**src/shared/rpsc_defines.svh**
```systemverilog
/*
 * Register offsets, field positions, reset values and encodings of the
 * retimer power-state control block.
 * Assumes inclusion by bare name from the package and the rtl files.
 */
`ifndef RPSC_DEFINES_SVH
`define RPSC_DEFINES_SVH

// ----------------------------------------------------------------------------
// register offsets
// ----------------------------------------------------------------------------
`define RPSC_OFS_PWRDN 8'h09
`define RPSC_OFS_TERM 8'h0B
`define RPSC_OFS_SWING 8'h0C
`define RPSC_OFS_STATUS 8'h20
`define RPSC_OFS_RATIO 8'h21

// ----------------------------------------------------------------------------
// fields and reset values
// ----------------------------------------------------------------------------
`define RPSC_PWRDN_BIT 3
`define RPSC_TERM_HI 4
`define RPSC_TERM_LO 3
`define RPSC_SWING_HI 7
`define RPSC_SWING_LO 2
`define RPSC_EMPH_HI 1
`define RPSC_EMPH_LO 0
`define RPSC_STAT_PD_BIT 7
`define RPSC_STAT_SB_BIT 6
`define RPSC_RATIO_BIT 1
`define RPSC_RST_PWRDN 8'h00
`define RPSC_RST_TERM 8'h00
`define RPSC_RST_SWING 8'h00
`define RPSC_RST_RATIO 8'h00

`endif

```
**src/shared/rpsc_pkg.sv**
```systemverilog
/*
 * Types of the retimer power-state control block.
 * Assumes rpsc_defines.svh is reachable on the include path.
 */
package rpsc_pkg;
    `include "rpsc_defines.svh"

    // ------------------------------------------------------------------------
    // types
    // ------------------------------------------------------------------------
    typedef enum logic [1:0] {RPSC_PWRDN, RPSC_STANDBY, RPSC_NORMAL} rpsc_state_e;

    // register write request from the serial slave front end
    typedef struct packed {
        logic wrEn;
        logic [7:0] addr;
        logic [7:0] data;
    } rpsc_wr_s;

    // settings handed to the analog output stage
    typedef struct packed {
        logic [5:0] swing;
        logic [1:0] emphasis;
        logic [1:0] txTerm;
        logic ratioHigh;
    } rpsc_cfg_s;
endpackage : rpsc_pkg

```
**src/rtl/rpsc_power_ctl.sv**
```systemverilog
/*
 * Power-state sequencer and configuration registers of a four-lane retimer.
 * Assumes a serial slave front end on clk delivering single-cycle writes and
 * a combinational read address; pins arrive asynchronously.
 */
`timescale 1ns/1ps
module rpsc_power_ctl
    import rpsc_pkg::*;
(
    input wire logic clk, // 10 MHz clock
    input wire logic arst_n, // async reset, active low
    input wire logic chipOn, // chip-on pin, async
    input wire logic sink_hotplug_in, // sink hot-plug, async
    input wire logic clkValid, // valid input clock detect, async
    input wire logic signal_detect_gate, // signal detector result
    input wire logic highRate, // rate detector: above redriver threshold
    input wire rpsc_wr_s wrReq, // register write
    input wire logic [7:0] rdAddr, // register read address
    output logic [7:0] rdData, // register read data
    output logic source_hotplug_out, // mirrored hot-plug
    output logic txOutEn, // data and clock outputs driven
    output logic rxTermOn, // input termination connected
    output logic cdrEn, // clock-data recovery on
    output logic retimeMode, // 1 retimer, 0 redriver
    output logic ddcEn, // DDC pass-through on
    output logic arcEn, // return channel on
    output logic funcEn, // function blocks powered
    output rpsc_cfg_s cfg // analog settings
);
    // ------------------------------------------------------------------------
    // pin synchronisation
    // ------------------------------------------------------------------------
    logic [2:0] pinSync;
    logic chipOnS;
    logic hpdS;
    logic clkOkS;

    rpsc_sync #(.WIDTH(3)) u_sync
    (
        .clk(clk),
        .arst_n(arst_n),
        .asyncIn({chipOn, sink_hotplug_in, clkValid}),
        .syncOut(pinSync)
    );
    assign {chipOnS, hpdS, clkOkS} = pinSync;

    // edge history, read only from synchronised levels
    logic chipOnD_ff;
    logic hpdD_ff;
    always_ff @(posedge clk or negedge arst_n)
    begin
        if (!arst_n)
        begin
            chipOnD_ff <= 1'b0;
            hpdD_ff <= 1'b0;
        end
        else
        begin
            chipOnD_ff <= chipOnS;
            hpdD_ff <= hpdS;
        end
    end
    logic chipOnRise;
    logic hpdFall;
    assign chipOnRise = chipOnS && !chipOnD_ff;
    assign hpdFall = hpdD_ff && !hpdS;

    // ------------------------------------------------------------------------
    // registers
    // ------------------------------------------------------------------------
    logic [7:0] pwrdn_ff;
    logic [7:0] term_ff;
    logic [7:0] swing_ff;
    logic [7:0] ratio_ff;
    rpsc_state_e state_ff;
    rpsc_state_e nxt_state;
    logic enterPd;
    logic wr09;

    function automatic logic hitWr(input rpsc_wr_s w, input logic [7:0] ofs);
        hitWr = w.wrEn && (w.addr == ofs);
    endfunction : hitWr

    assign wr09 = hitWr(wrReq, `RPSC_OFS_PWRDN);
    // any transition into power-down, including a chip-on restart
    assign enterPd = (nxt_state == RPSC_PWRDN && state_ff != RPSC_PWRDN) || chipOnRise;

    // configuration store; clears on power-down entry and chip-on rise,
    // a write landing in the same cycle as a clear wins
    always_ff @(posedge clk or negedge arst_n)
    begin
        if (!arst_n)
        begin
            pwrdn_ff <= `RPSC_RST_PWRDN;
            term_ff <= `RPSC_RST_TERM;
            swing_ff <= `RPSC_RST_SWING;
        end
        else
        begin
            // power-down bit survives its own entry, else the device would bounce out
            if (wr09)
                pwrdn_ff <= wrReq.data;
            else if (chipOnRise || (enterPd && !pwrdn_ff[`RPSC_PWRDN_BIT]))
                pwrdn_ff <= `RPSC_RST_PWRDN;
            if (hitWr(wrReq, `RPSC_OFS_TERM))
                term_ff <= wrReq.data;
            else if (enterPd)
                term_ff <= `RPSC_RST_TERM;
            if (hitWr(wrReq, `RPSC_OFS_SWING))
                swing_ff <= wrReq.data;
            else if (enterPd)
                swing_ff <= `RPSC_RST_SWING;
        end
    end

    // clock-ratio bit: only a write sets it, so the PLL stays low-rate otherwise
    always_ff @(posedge clk or negedge arst_n)
    begin
        if (!arst_n)
            ratio_ff <= `RPSC_RST_RATIO;
        else if (hitWr(wrReq, `RPSC_OFS_RATIO))
            ratio_ff <= wrReq.data; // a write wins over a clear
        else if (enterPd || hpdFall)
            ratio_ff <= `RPSC_RST_RATIO;
    end

    // ------------------------------------------------------------------------
    // power state machine
    // ------------------------------------------------------------------------
    always_comb
    begin
        case (state_ff)
            RPSC_PWRDN, RPSC_STANDBY, RPSC_NORMAL:
            begin
                if (!chipOnS || !hpdS || pwrdn_ff[`RPSC_PWRDN_BIT])
                    nxt_state = RPSC_PWRDN;
                else if (!clkOkS)
                    nxt_state = RPSC_STANDBY;
                else
                    nxt_state = RPSC_NORMAL;
            end
            default:
                nxt_state = RPSC_PWRDN;
        endcase
    end

    always_ff @(posedge clk or negedge arst_n)
    begin
        if (!arst_n)
            state_ff <= RPSC_PWRDN;
        else
            state_ff <= nxt_state;
    end

    // ------------------------------------------------------------------------
    // outputs, all registered; the enables from next state
    // ------------------------------------------------------------------------
    always_ff @(posedge clk or negedge arst_n)
    begin
        if (!arst_n)
        begin
            source_hotplug_out <= 1'b0;
            txOutEn <= 1'b0;
            rxTermOn <= 1'b1;
            cdrEn <= 1'b0;
            retimeMode <= 1'b0;
            ddcEn <= 1'b0;
            arcEn <= 1'b0;
            funcEn <= 1'b0;
        end
        else
        begin
            source_hotplug_out <= hpdS;
            // outputs gated by detector only in normal operation
            txOutEn <= (nxt_state == RPSC_NORMAL) && signal_detect_gate;
            cdrEn <= (nxt_state == RPSC_NORMAL) && signal_detect_gate && highRate;
            retimeMode <= highRate;
            rxTermOn <= 1'b1;
            ddcEn <= (nxt_state != RPSC_PWRDN);
            arcEn <= (nxt_state != RPSC_PWRDN);
            funcEn <= chipOnS && (nxt_state != RPSC_PWRDN);
        end
    end

    // analog settings mirror the store
    always_ff @(posedge clk or negedge arst_n)
    begin
        if (!arst_n)
            cfg <= '0;
        else
        begin
            cfg.swing <= swing_ff[`RPSC_SWING_HI:`RPSC_SWING_LO];
            cfg.emphasis <= swing_ff[`RPSC_EMPH_HI:`RPSC_EMPH_LO];
            cfg.txTerm <= term_ff[`RPSC_TERM_HI:`RPSC_TERM_LO];
            cfg.ratioHigh <= ratio_ff[`RPSC_RATIO_BIT];
        end
    end

    // read mux, registered; unmapped offsets return zero
    always_ff @(posedge clk or negedge arst_n)
    begin
        if (!arst_n)
            rdData <= 8'h00;
        else
        begin
            case (rdAddr)
                `RPSC_OFS_PWRDN: rdData <= pwrdn_ff;
                `RPSC_OFS_TERM: rdData <= term_ff;
                `RPSC_OFS_SWING: rdData <= swing_ff;
                `RPSC_OFS_RATIO: rdData <= ratio_ff;
                `RPSC_OFS_STATUS: rdData <= {state_ff == RPSC_PWRDN, state_ff == RPSC_STANDBY, 6'h00};
                default: rdData <= 8'h00;
            endcase
        end
    end
endmodule : rpsc_power_ctl

```
**src/rtl/rpsc_sync.sv**
```systemverilog
/*
 * Two-flop synchroniser for a bundle of asynchronous pin levels.
 * Assumes the inputs are levels held far longer than one clock period.
 */
`timescale 1ns/1ps
module rpsc_sync
    import rpsc_pkg::*;
#(
    parameter int WIDTH = 3
)
(
    input wire logic clk, // system clock
    input wire logic arst_n, // async reset, active low
    input wire logic [WIDTH-1:0] asyncIn, // raw pin levels
    output logic [WIDTH-1:0] syncOut // synchronised levels
);
    logic [WIDTH-1:0] meta_ff;

    // first stage feeds only the second stage
    always_ff @(posedge clk or negedge arst_n)
    begin
        if (!arst_n)
        begin
            meta_ff <= '0;
            syncOut <= '0;
        end
        else
        begin
            meta_ff <= asyncIn;
            syncOut <= meta_ff;
        end
    end
endmodule : rpsc_sync

```
**config.mk**
```make
export PLATFORM = sky130hd
export DESIGN_NAME = rpsc_power_ctl
export DESIGN_NICKNAME = d
export VERILOG_FILES = /design/src/shared/rpsc_pkg.sv /design/src/rtl/rpsc_power_ctl.sv /design/src/rtl/rpsc_sync.sv
export VERILOG_INCLUDE_DIRS = /design/src /design/src/shared
export SDC_FILE = /design/constraint.sdc
export NUM_CORES = 1
export LEC_CHECK = 0
export ABC_AREA = 1
export BUFFER_PORTS_ARGS = -buffer_cell sky130_fd_sc_hd__clkbuf_2
export CAP_MARGIN = 25
export CORE_MARGIN = 2
export CORE_UTILIZATION = 50
export CTS_BUF_LIST = sky130_fd_sc_hd__clkbuf_4 sky130_fd_sc_hd__clkbuf_8 sky130_fd_sc_hd__clkbuf_16
export CTS_CLUSTER_SIZE = 20
export DETAILED_ROUTE_END_ITERATION = 12
export GPL_ROUTABILITY_DRIVEN = 0
export GPL_TIMING_DRIVEN = 0
export PLACE_DENSITY = 0.74
export SLEW_MARGIN = 20
export SYNTH_ARGS = -nofsm -noshare
export SYNTH_HDL_FRONTEND = slang
export SYNTH_HIERARCHICAL = 1
export SYNTH_SLANG_ARGS = --single-unit
```
**constraint.sdc**
```tcl
create_clock -name clk -period 2.2 [get_ports clk]
set_input_delay 0.22 -clock clk [delete_from_list [all_inputs] [get_ports clk]]
set_output_delay 0.22 -clock clk [all_outputs]
set_load 0.05 [all_outputs]
```
* Word level (Yosys, flattened, before mapping)
Index checks and enable logic that the tools add are counted.
** Word-level totals
- Flip-flop bits (word level) :: 66
- Input bits :: 32
- Output and inout bits :: 27
- Logic and storage cells :: 71
** Cells by class
- Equal/unequal tests :: 12
- Muxes and demuxes :: 11
- Reduce and logical (&&, ||, !) cells :: 29
** Operators by type and width (number)
- 2-to-1 mux 8 bit :: 7
- equality test 8 x 4 -> 1 bit, second input constant :: 6
- case mux 8 bit (5 select lines) :: 1
- equality test 8 x 6 -> 1 bit, second input constant :: 3
- nonzero test 2 bit :: 6
- logical AND 1 bit :: 11
- 2-to-1 mux 2 bit :: 3
- logical OR 1 bit :: 5
- equality test 2 bit, second input constant :: 2
- logical NOT 1 bit :: 4
- logical NOT 2 bit :: 2
- OR reduction 3 bit :: 1
- equality test 2 x 1 -> 1 bit, second input constant :: 1

* Logic depth before layout (Yosys ltp)
Gate-level depths: netlist of run 1.
- Depth after elaboration :: 12
- Mapped depth :: 7
- Mapped depth without buffers :: 7

* Hierarchy
The synthesis of run 1 kept the hierarchy.
** Modules (own cells, without submodules)
- rpsc_power_ctl :: instances 1, cells an instance 279, area an instance 2662.6 um^2, seq. area each 1501.4 um^2
- rpsc_sync :: instances 1, cells an instance 6, area an instance 150.1 um^2, seq. area each 150.1 um^2

* Worst setup path before layout of run 1
Ideal clock, no wire load.
- Path type :: reg2reg
- From :: reg source_hotplug_out (netlist name)
- To :: reg ratio_ff[0]
- Library setup time :: 0.117 ns
- Arrival :: 1.031 ns
- Required time :: 2.083 ns
- Path slack :: 1.052 ns
- Cell stages (with the launch flop) :: 6
- Buffers on the path :: 0
- Clock period less this slack :: 1.148 ns
- Path through :: dfrtp_1 -> inv_1 -> nor2_1 -> nor2_4 -> nand3_1 -> nand2_1
** RTL lines
- end signal, assigned :: line rpsc_power_ctl.sv:120 : ratio_ff <= `RPSC_RST_RATIO;
- end signal, assigned :: line rpsc_power_ctl.sv:122 : ratio_ff <= wrReq.data;
- end signal, assigned :: line rpsc_power_ctl.sv:124 : ratio_ff <= `RPSC_RST_RATIO;
- end, declared :: line rpsc_power_ctl.sv:74 : logic [7:0] ratio_ff;

* Worst setup path after layout of run 1
- From :: reg state_ff[0]
- To :: reg swing_ff[5]
** On the way
- Cells in the longest elaborated chain, start to end :: 7
- Elaborated cells on any way between the ends :: 10
- Those cells by class :: eq/ne (2); mux (1); reduce/logical (7)
** RTL lines
- start, declared :: line rpsc_power_ctl.sv:75 : rpsc_state_e state_ff;
- start signal, assigned :: line rpsc_power_ctl.sv:152 : state_ff <= nxt_state;
- equality test 2 x 1 -> 1 bit (tied with other cells) :: line rpsc_power_ctl.sv:132 : case (state_ff)
- OR reduction 3 bit :: line rpsc_power_ctl.sv:132
- 2-to-1 mux 2 bit :: line rpsc_power_ctl.sv:132
- logical NOT 2 bit :: line rpsc_power_ctl.sv:86 : assign enterPd = (nxt_state == RPSC_PWRDN && state_ff != RPSC_PWRDN) || chipOnRise;
- logical AND 1 bit * :: line rpsc_power_ctl.sv:86
- logical OR 1 bit * :: line rpsc_power_ctl.sv:86
- nonzero test 2 bit (no source line) *
- end signal, assigned :: line rpsc_power_ctl.sv:96 : swing_ff <= `RPSC_RST_SWING;
- end signal, assigned :: line rpsc_power_ctl.sv:110 : swing_ff <= wrReq.data;
- end signal, assigned :: line rpsc_power_ctl.sv:112 : swing_ff <= `RPSC_RST_SWING;
- end, declared :: line rpsc_power_ctl.sv:73 : logic [7:0] swing_ff;
Mark *: on every way between the ends. The rest lies on a longest branch, timed or not.
A chain may end at the register's enable or synchronous reset.

==> reports/results.tsv, run 1 <==
stage	metric	value	unit
power	Power Total	2.80	mW
yosys	Post-Synthesis Net Count	317	
floorplanning	Die Width	79	um
yosys	register bit count reported by yosys	66	
clocking	H-tree depth	3	
power	sw frac	22.4	%
worst_setup_path	Critical Path RT	2470	ps
worst_setup_path	Max FO, Critical Path	10	
global_route	grt ovf	0	
detailed_routing	final WL	6080	um
worst_setup_path	startpoint types	flip-flop	
worst_setup_path	FF-to-FF End	swing_ff[5]$_DFFE_PN0P_	
clocking	clock slew at reported path FFs	70	ps
power	Internal	2.18	mW
timing	fmax	713	MHz
timing	setup violators final	0	
final_layout	area grow syn2layout	25.8	%
floorplanning	Initial Util	51.4	%
global_route	first-pass GRT wire length	10300	um
worst_hold_path	Hold Path Class	primary input to flip-flop	
worst_setup_path	CP max stage cell	dfrtp_1	
power	PwrDens	793	mW/mm^2
timing	Final Hold Fails	0	
timing	shortest period the worst path allows	1400	ps
detailed_routing	per-cell routed wire length	13.9	um
worst_setup_path	reg2reg setup slack	800	ps
global_route	initial antenna violation count	0	
timing	total negative slack	0	ps
yosys	number of synthesized flops with an enable pin	0	
floorplanning	full die area	0.00624	mm^2
final_layout	antenna diode count	0	
power	Pleak	1.90	nW
place	Post-DP HPWL	4410	um
floorplanning	I/O pin cnt	59	
yosys	yosys synthesis warning count	6	
power	Switch Pwr	0.627	mW
floorplanning	Core Area	0.00547	mm^2
detailed_routing	Via Count	2256	
worst_setup_path	Critical path buffers and inverters	2	
detailed_routing	Vias/cell	5.17	
worst_setup_path	CP Cell Sequence	nor2_1, inv_1, a21oi_4, buf_6, nand3_1, o21ai_1	
global_route	GRT Total Usage	21.9	%
worst_setup_path	CP startpoint	state_ff[0]$_DFF_PN0_	
final_layout	layout cells sized above 1	31.9	%
place	PortBufs	57	
run	Max-Cap Viols	0	
yosys	count of different cell masters after synthesis	24	
clocking	CTS Sinks	66	
global_route	largest net degree at the start of global routing	47	
clocking	TritonCTS buffer count	9	
floorplanning	site row count	27	
clocking	post-CTS resize count	0	
detailed_routing	drt pass-1 iters	4	
clocking	maximum clock path buffer count	2	
timing	clk_skew	8.22	ps
status	status	completed	
detailed_routing	Residual DRC	0	
yosys	Seq/Total Area, Yosys	58.7	%
clocking	later-pin clock latency in the skew report	350	ps
worst_hold_path	Hold Path Stages	3	
yosys	ys async rst share	100	%
worst_setup_path	crit path kind	flip-flop to flip-flop	
timing	Slew Limit Fails	0	
final_layout	final net count	391	
worst_hold_path	hold path endpoint	ratio_ff[1]$_DFFE_PN0P_	
worst_setup_path	reg-to-reg startpoint	state_ff[0]$_DFF_PN0_	
detailed_routing	ANT nets after route	0	
yosys	mean area per synthesized cell	9.87	um^2
timing	Final period util	63.8	%
power	VDD IR-drop max	0.405	mV
worst_setup_path	kind of cell adding the most delay to the critical path	flip-flops	
clocking	hold_buf cts	5	
clocking	Post-CTS Setup Bufs	0	
floorplanning	die height	79	um
worst_hold_path	HP Start	wrReq[1]	
timing	unrepaired setup endpoints after global routing	false	
power	Comb power frac	7.4	%
worst_setup_path	max incr delay on CP	390	ps
power	clock group share of total power	48.6	%
power	Flop pwr share	44.0	%
detailed_routing	DR iter-0 viols	227	
yosys	Synth Flop Type	dfrtp_1	
yosys	mapped cell area	0.00281	mm^2
yosys	Synth Instances	285	
worst_setup_path	worst r2r path cells	6	
global_route	vias in the first global route	2235	
clocking	clock tree from TritonCTS	built	
worst_setup_path	Worst EP arrival	1670	ps
clocking	root buffer cell	clkbuf_8	
worst_setup_path	crit end category	flip-flop	
worst max-delay path by stage:
stage	end	slack, ps	cells past startpoint
global placement	swing_ff[1]$_DFFE_PN0P_	530	1
detailed placement	swing_ff[7]$_DFFE_PN0P_	850	6
finish	swing_ff[5]$_DFFE_PN0P_	800	6
floorplan	ratio_ff[0]$_DFFE_PN0P_	1050	5
global route	swing_ff[5]$_DFFE_PN0P_	700	6
CTS	swing_ff[5]$_DFFE_PN0P_	800	6
layout by cell type, fill, tap and decap left out, drive strengths merged:
master,netlist,layout
o21ai,16,16
nor3b,1,1
bufinv,0,4
a21oi,1,1
nand2,63,63
and3,1,1
nor3,3,3
nand3b,2,2
clkbuf,0,67
nand3,59,59
nand4,8,8
buf,7,8
clkinv,0,1
dlygate4sd3,0,5
dfrtp,66,66
nor2,28,28
conb,1,1
inv,29,30
worst min-delay path, stage by stage:
cell      delay (ps)
clkbuf_2         110
nand2_1           50
nand2_1           50
power groups by stage:
stage               logic, mW  registers [mW]  clock network (mW)
CTS                     0.210            1.23                1.38
detailed placement      0.202            1.26                   0
global route            0.229            1.24                1.43
finish                  0.207            1.23                1.36
global placement        0.190            1.26                   0
floorplan              0.0865            1.28                   0
sequential cells by signal (all words and copies together), names as in the netlist:
name                cells
cdrEn                   1
pwrdn_ff                8
source_hotplug_out      1
rdData                  8
state_ff                2
ratio_ff                8
swing_ff                8
u_sync/meta_ff          3
chipOnD_ff              1
u_sync/syncOut          3
cfg                    11
term_ff                 8
txOutEn                 1
arcEn                   1
retimeMode              1
funcEn                  1
stage by stage:
stage | setup WS [ps] | util (%) | cell area, um^2 | instances | hold WS [ps]
after global routing | 695 | 64.6 | 3540 | 436 | 118
after floorplan | 1050 | - | 2810 | 285 | -75.6
after global placement | 533 | 58.3 | 3190 | 414 | 330
final | 797 | 64.6 | 3540 | 436 | 116
after detailed placement | 847 | 58.8 | 3220 | 415 | 162
after CTS | 797 | 64.6 | 3540 | 436 | 104
cells in the mapped netlist (2+ instances only):
library cell	instances	area, um^2
inv_1	28	105
buf_6	4	45.0
nor2_1	15	56.3
nand3_2	2	20.0
nand3b_1	2	15.0
nand4_1	8	50.1
nor3_2	2	20.0
nand2_1	60	225
nor2_2	7	43.8
nand3_1	55	275
dfrtp_1	66	1650
o21ai_2	11	96.3
nor2_4	6	67.6
o21ai_1	5	25.0
buf_4	2	15.0
nand3_4	2	35.0
nand2_2	3	18.8
per-layer routing:
layer / global-route usage (%) / part of all wire, % / wire length (um) / up-vias
met5: 0 / 0 / 0 / -
met4: 10.7 / 2.4 / 146 / 0
met3: 5.68 / 5.9 / 356 / 13
met2: 37.3 / 52 / 3180 / 77
met1: 25.8 / 39 / 2390 / 1088
li1: - / - / - / 1078
kinds of logic after synthesis:
kind of cell	count (synthesis)	synth area share, %
other cells	1	0.133
flops	66	58.7
buf+inv	36	6.18
compound gates	17	4.89
simple gates	165	30.1
area by class of cell:
class	instances	area (um^2)
repair buffers	63	365
clock buffers	10	131
inverters	29	109
multi-input cells	183	987
fillers	469	1940
plain buffers	7	65.1
well taps	72	90.1
clock inverters	6	138
flip-flops and latches	66	1650
(Power assumes the default switching activity.)
==> run 2: changes to the inputs <==
==> constraint.sdc (replaced) <==
create_clock -name clk -period 1.46 [get_ports clk]
set_input_delay 0.146 -clock clk [delete_from_list [all_inputs] [get_ports clk]]
set_output_delay 0.146 -clock clk [all_outputs]
set_load 0.05 [all_outputs]
==> run 2 against run 1 <==
  * First-iteration DRC count fell by 14%
  * Clock skew fell by 1.3 ps
  * Die area did not move
  * Via count rose by 2.9%
  * Global-route usage did not move
  * Worst hold slack got worse by 77 ps
  * Sequential share of layout area fell by 0.20 points
  * Register-to-register slack got worse by 660 ps
  * Clock power rose by 51%
  * Utilization rose by 0.27 points
  * Critical path type unchanged
  * Critical endpoint unchanged
  * Largest cell class unchanged
==> reports/results.tsv, run 2 (synthesis results as in run 1) <==
stage	metric	value	unit	change
status	status	completed		unchanged
detailed_routing	ANT nets after route	0		unchanged
place	PortBufs	57		unchanged
global_route	grt ovf	0		unchanged
global_route	first-pass GRT wire length	10300	um	unchanged
detailed_routing	uppermost routed layer	met4		unchanged
worst_setup_path	max incr delay on CP	420	ps	was 390 ps
worst_setup_path	kind of cell adding the most delay to the critical path	flip-flops		unchanged
final_layout	antenna diode count	0		unchanged
worst_setup_path	startpoint types	flip-flop		unchanged
worst_setup_path	CP Cell Sequence	nor2_2, nand2_2, a21oi_4, buf_6, nand3_1, o21ai_1		was nor2_1, inv_1, a21oi_4, buf_6, nand3_1, o21ai_1
final_layout	commonest non-fill, non-tap cell in the layout	dfrtp_1		unchanged
detailed_routing	final WL	6150	um	was 6080 um
detailed_routing	Via Count	2322		was 2,256
worst_setup_path	Max FO, Critical Path	10		unchanged
final_layout	most frequent cells in the layout	dfrtp_1 (66), nand2_1 (60), clkbuf_2 (56), nand3_1 (55), inv_1 (28)		unchanged
final_layout	Non-Filler Instances	438		was 436
power	PwrDens	1190	mW/mm^2	was 793 mW/mm^2
timing	shortest period the worst path allows	1320	ps	was 1400 ps
clocking	later-pin clock latency in the skew report	350	ps	about the same
final_layout	Fill cells	467		was 469
power	Pleak	1.91	nW	was 1.90 nW
detailed_routing	Vias/cell	5.30		was 5.17
worst_setup_path	Critical Path RT	1730	ps	was 2470 ps
timing	clk_skew	6.92	ps	was 8.22 ps
detailed_routing	per-cell routed wire length	14.0	um	was 13.9 um
floorplanning	site row count	27		unchanged
timing	unrepaired setup endpoints after global routing	false		unchanged
final_layout	final net count	393		was 391
floorplanning	Core Area	0.00547	mm^2	unchanged
timing	setup violators final	0		unchanged
clocking	maximum clock path buffer count	2		unchanged
clocking	TritonCTS buffer count	9		unchanged
worst_setup_path	Worst EP arrival	1590	ps	was 1670 ps
detailed_routing	DR iter-0 viols	195		was 227
detailed_routing	routed wl met2	3200	um	was 3180 um
global_route	vias in the first global route	2235		unchanged
timing	Final Hold Fails	0		unchanged
final_layout	layout cells sized above 1	32.2	%	was 31.9%
clocking	clock tree from TritonCTS	built		unchanged
clocking	clock slew at reported path FFs	70	ps	about the same
timing	fmax	758	MHz	was 713 MHz
detailed_routing	met3 WL	409	um	was 356 um
worst_hold_path	Hold Path Class	primary input to flip-flop		unchanged
timing	Final period util	90.4	%	was 63.8%
global_route	initial antenna violation count	0		unchanged
floorplanning	Initial Util	51.4	%	unchanged
final_layout	max FFs per register	11		unchanged
detailed_routing	met1 wire length	2380	um	was 2390 um
timing	Slew Limit Fails	0		unchanged
final_layout	area grow syn2layout	26.3	%	was 25.8%
clocking	CTS Sinks	66		unchanged
global_route	GRT Total Usage	21.9	%	unchanged
run	Max-Cap Viols	0		unchanged
place	Post-Place Cells	415		unchanged
final_layout	Reg with most FFs	cfg		unchanged
place	Post-DP HPWL	4410	um	unchanged
worst_setup_path	Critical path buffers and inverters	1		was 2
place	instance area at placement	0.00322	mm^2	unchanged
detailed_routing	drt pass-1 iters	5		was 4
worst_setup_path	crit end category	flip-flop		unchanged
clocking	root buffer cell	clkbuf_8		unchanged
floorplanning	die height	79	um	unchanged
floorplanning	I/O pin cnt	59		unchanged
final_layout	Finished Cell Area	0.00355	mm^2	was 0.00354 mm^2
worst_setup_path	crit path kind	flip-flop to flip-flop		unchanged
timing	total negative slack	0	ps	unchanged
power	VDD IR-drop max	0.611	mV	was 0.405 mV
worst_setup_path	CP max stage cell	dfrtp_1		unchanged
floorplanning	Die Width	79	um	unchanged
global_route	largest net degree at the start of global routing	47		unchanged
detailed_routing	Residual DRC	0		unchanged
floorplanning	full die area	0.00624	mm^2	unchanged
clocking	H-tree depth	3		unchanged
run 2: cell count changes in the layout (fill, tap and decap cells not counted):
cell / previous run / this run
buf_4: 2 / 4
run 2: report_power, final:
group | internal [mW] | switching (mW) | leakage [nW]
Clock | 1.34 | 0.723 | 0.134
Combinational | 0.102 | 0.218 | 0.873
Sequential | 1.85 | 0.0102 | 0.898
Total | 3.29 | 0.952 | 1.91
run 2: per-layer routing:
layer	track usage (%)	up-vias
met5	0	-
met4	10.7	0
met3	5.68	18
met2	37.3	99
met1	25.8	1122
li1	-	1083
run 2: metrics by stage:
stage	hold slack (ps)	util (%)	setup slack, ps	total power, mW
after floorplan	-150	-	312	2.05
after global placement	256	58.3	-133	2.18
final	38.2	64.9	140	4.24
after detailed placement	88.3	58.8	107	2.20
after CTS	29.7	64.6	57.3	4.26
after global routing	43.9	64.9	2.14	4.36
run 2: timing repair:
item | 4_1_cts | 5_1_grt
gates resized for setup | 0 | 0
buffers inserted | 0 | 2
setup endpoints to repair | 0 | 11
hold endpoints to repair | 24 | 0
hold buffers | 5 | 0
run 2: worst register-to-register path: stages, from the launching register on:
cell and delay [ps]:
dfrtp_1 420, nor2_2 120, nand2_2 120, a21oi_4 240
buf_6 170, nand3_1 80, o21ai_1 90
run 2: worst paths after layout:
| check | start | to | slack, ps | cells after the start |
|---|---|---|---|---|
| min reg2reg | u_sync/meta_ff[0]$_DFF_PN0_ | u_sync/syncOut[0]$_DFF_PN0_ | 350 | 0 |
| min in group asynchronous | arst_n | rdData[6]$_DFF_PN0_ | 250 | 2 |
| max in group asynchronous | arst_n | txOutEn$_DFF_PN0_ | 680 | 3 |
| min | wrReq[5] | pwrdn_ff[5]$_DFFE_PN0P_ | 40 | 3 |
| max | pwrdn_ff[3]$_DFFE_PN0P_ | swing_ff[5]$_DFFE_PN0P_ | 140 | 6 |
| max reg2reg | pwrdn_ff[3]$_DFFE_PN0P_ | swing_ff[5]$_DFFE_PN0P_ | 140 | 6 |
run 2: cell type report:
cell class	instances	area [um^2]	area share [%]
plain buffers	7	65.1	1.83
clock buffers	10	131	3.70
clock inverters	6	138	3.87
inverters	29	109	3.06
multi-input cells	183	987	27.8
flip-flops and latches	66	1650	46.5
well taps	72	90.1	2.54
repair buffers	65	380	10.7
==> run 3: changes to the inputs <==
--- a/config.mk
+++ b/config.mk
@@ -11,7 +11,6 @@
 export CAP_MARGIN = 25
 export CORE_MARGIN = 2
 export CORE_UTILIZATION = 50
-export CTS_BUF_LIST = sky130_fd_sc_hd__clkbuf_4 sky130_fd_sc_hd__clkbuf_8 sky130_fd_sc_hd__clkbuf_16
 export CTS_CLUSTER_SIZE = 20
 export DETAILED_ROUTE_END_ITERATION = 12
 export GPL_ROUTABILITY_DRIVEN = 0
==> run 3 against run 2 <==
  * Sequential cell count unchanged
  * Worst hold slack about the same
  * Critical path depth unchanged
  * Fmax about the same
  * Die area unchanged
  * Power down 0.44%
  * Register-to-register slack about the same
  * Clock skew about the same
  * Global-route usage unchanged
  * Clock-buffer cell count unchanged
  * Clock power about the same
  * Utilization down 0.069 points
==> reports/results.tsv, run 3 (synthesis results as in run 1) <==
stage	metric	value	unit	change
status	status	completed		unchanged
global_route	initial antenna violation count	0		unchanged
final_layout	Reg with most FFs	cfg		unchanged
floorplanning	I/O pin cnt	59		unchanged
power	Power Total	4.22	mW	was 4.24 mW
timing	Slew Limit Fails	0		unchanged
worst_setup_path	worst r2r path cells	6		unchanged
worst_hold_path	Hold Path Class	primary input to flip-flop		unchanged
floorplanning	die height	79	um	unchanged
final_layout	area grow syn2layout	26.2	%	was 26.3%
clocking	clock slew at reported path FFs	70	ps	about the same
power	VDD IR-drop max	0.611	mV	unchanged
detailed_routing	Vias/cell	5.30		about the same
clocking	clock tree from TritonCTS	built		unchanged
timing	Final Hold Fails	0		unchanged
global_route	GRT Total Usage	21.9	%	unchanged
global_route	first-pass GRT wire length	10300	um	unchanged
floorplanning	full die area	0.00624	mm^2	unchanged
run	Max-Cap Viols	0		unchanged
clocking	maximum clock path buffer count	2		unchanged
final_layout	Non-Filler Instances	438		unchanged
worst_setup_path	Critical Path RT	1730	ps	about the same
floorplanning	Core Area	0.00547	mm^2	unchanged
detailed_routing	drt pass-1 iters	5		unchanged
final_layout	final net count	393		unchanged
global_route	largest net degree at the start of global routing	47		unchanged
timing	unrepaired setup endpoints after global routing	false		unchanged
detailed_routing	Residual DRC	0		unchanged
global_route	vias in the first global route	2235		unchanged
final_layout	layout cells sized above 1	32.0	%	was 32.2%
detailed_routing	Via Count	2323		was 2,322
final_layout	commonest non-fill, non-tap cell in the layout	dfrtp_1		unchanged
final_layout	most frequent cells in the layout	dfrtp_1 (66), nand2_1 (60), clkbuf_2 (56), nand3_1 (55), inv_1 (28)		unchanged
place	instance area at placement	0.00322	mm^2	unchanged
power	Pleak	1.90	nW	was 1.91 nW
timing	fmax	758	MHz	about the same
timing	Final period util	90.4	%	unchanged
floorplanning	site row count	27		unchanged
final_layout	final core utilization	64.8	%	was 64.9%
worst_setup_path	Max FO, Critical Path	10		unchanged
clocking	TritonCTS buffer count	9		unchanged
worst_setup_path	Worst EP arrival	1590	ps	about the same
clocking	CTS Sinks	66		unchanged
timing	clk_skew	6.92	ps	about the same
place	Post-Place Cells	415		unchanged
floorplanning	Initial Util	51.4	%	unchanged
worst_hold_path	Hold Path Stages	3		unchanged
clocking	root buffer cell	clkbuf_8		unchanged
place	PortBufs	57		unchanged
global_route	grt ovf	0		unchanged
final_layout	max FFs per register	11		unchanged
worst_setup_path	startpoint types	flip-flop		unchanged
power	PwrDens	1190	mW/mm^2	about the same
detailed_routing	DR iter-0 viols	195		unchanged
detailed_routing	ANT nets after route	0		unchanged
floorplanning	Die Width	79	um	unchanged
worst_setup_path	crit end category	flip-flop		unchanged
clocking	H-tree depth	3		unchanged
timing	shortest period the worst path allows	1320	ps	unchanged
detailed_routing	per-cell routed wire length	14.0	um	about the same
final_layout	Finished Cell Area	0.00355	mm^2	about the same
place	Post-DP HPWL	4410	um	unchanged
final_layout	antenna diode count	0		unchanged
clocking	later-pin clock latency in the skew report	350	ps	about the same
worst_setup_path	crit path kind	flip-flop to flip-flop		unchanged
detailed_routing	final WL	6150	um	about the same
timing	setup violators final	0		unchanged
run 3: where the power goes:
group / total [mW] / internal [mW] / switching (mW)
registers: 1.86 / 1.85 / 0.0102
clock network: 2.04 / 1.32 / 0.723
logic: 0.320 / 0.102 / 0.218
total: 4.22 / 3.27 / 0.952
run 3: critical path, stage by stage, from the launching register on:
cell	delay, ps
dfrtp_1	420
nor2_2	120
nand2_2	120
a21oi_4	230
buf_6	170
nand3_1	80
o21ai_1	90
run 3: what timing repair did:
action / in CTS / in global routing
endpoints found under the setup margin: 0 / 11
hold buffers: 5 / 0
buffers inserted: 0 / 2
resized for setup: 0 / 0
endpoints found under the hold margin: 24 / 0
run 3: area by class of cell:
class	count	area, um^2
timing repair buffer	65	380
clock buffer	10	128
multi-input combinational	183	987
tap	72	90.1
fill	467	1920
sequential	66	1650
clock inverter	6	138
buffer	7	65.1
inverter	29	109
run 3: per-layer routing:
metal  track usage, %  up-vias  share of wire, %
li1                 -     1084                 -
met1             25.8     1122                39
met4             10.7        0               2.6
met3             5.68       18               6.7
met5                0        -                 0
met2             37.3       99                52
run 3: worst paths after layout:
kind                                             startpoint  slack, ps                     endpoint
worst max-delay path                pwrdn_ff[3]$_DFFE_PN0P_        140      swing_ff[5]$_DFFE_PN0P_
worst min-delay path                               wrReq[5]         40      pwrdn_ff[5]$_DFFE_PN0P_
worst max register to register      pwrdn_ff[3]$_DFFE_PN0P_        140      swing_ff[5]$_DFFE_PN0P_
worst min register to register  u_sync/meta_ff[0]$_DFF_PN0_        350  u_sync/syncOut[0]$_DFF_PN0_
max in group asynchronous                            arst_n        680            txOutEn$_DFF_PN0_
min in group asynchronous                            arst_n        250          rdData[6]$_DFF_PN0_
run 3: per-stage QoR:
stage | worst slack, ps | TNS, ps | hold slack, ps
finish | 140 | 0 | 38.2
global route | 2.07 | 0 | 43.8
CTS | 57.3 | 0 | 29.7
detailed placement | 107 | 0 | 88.3
global placement | -133 | -8650 | 256
floorplan | 312 | 0 | -150
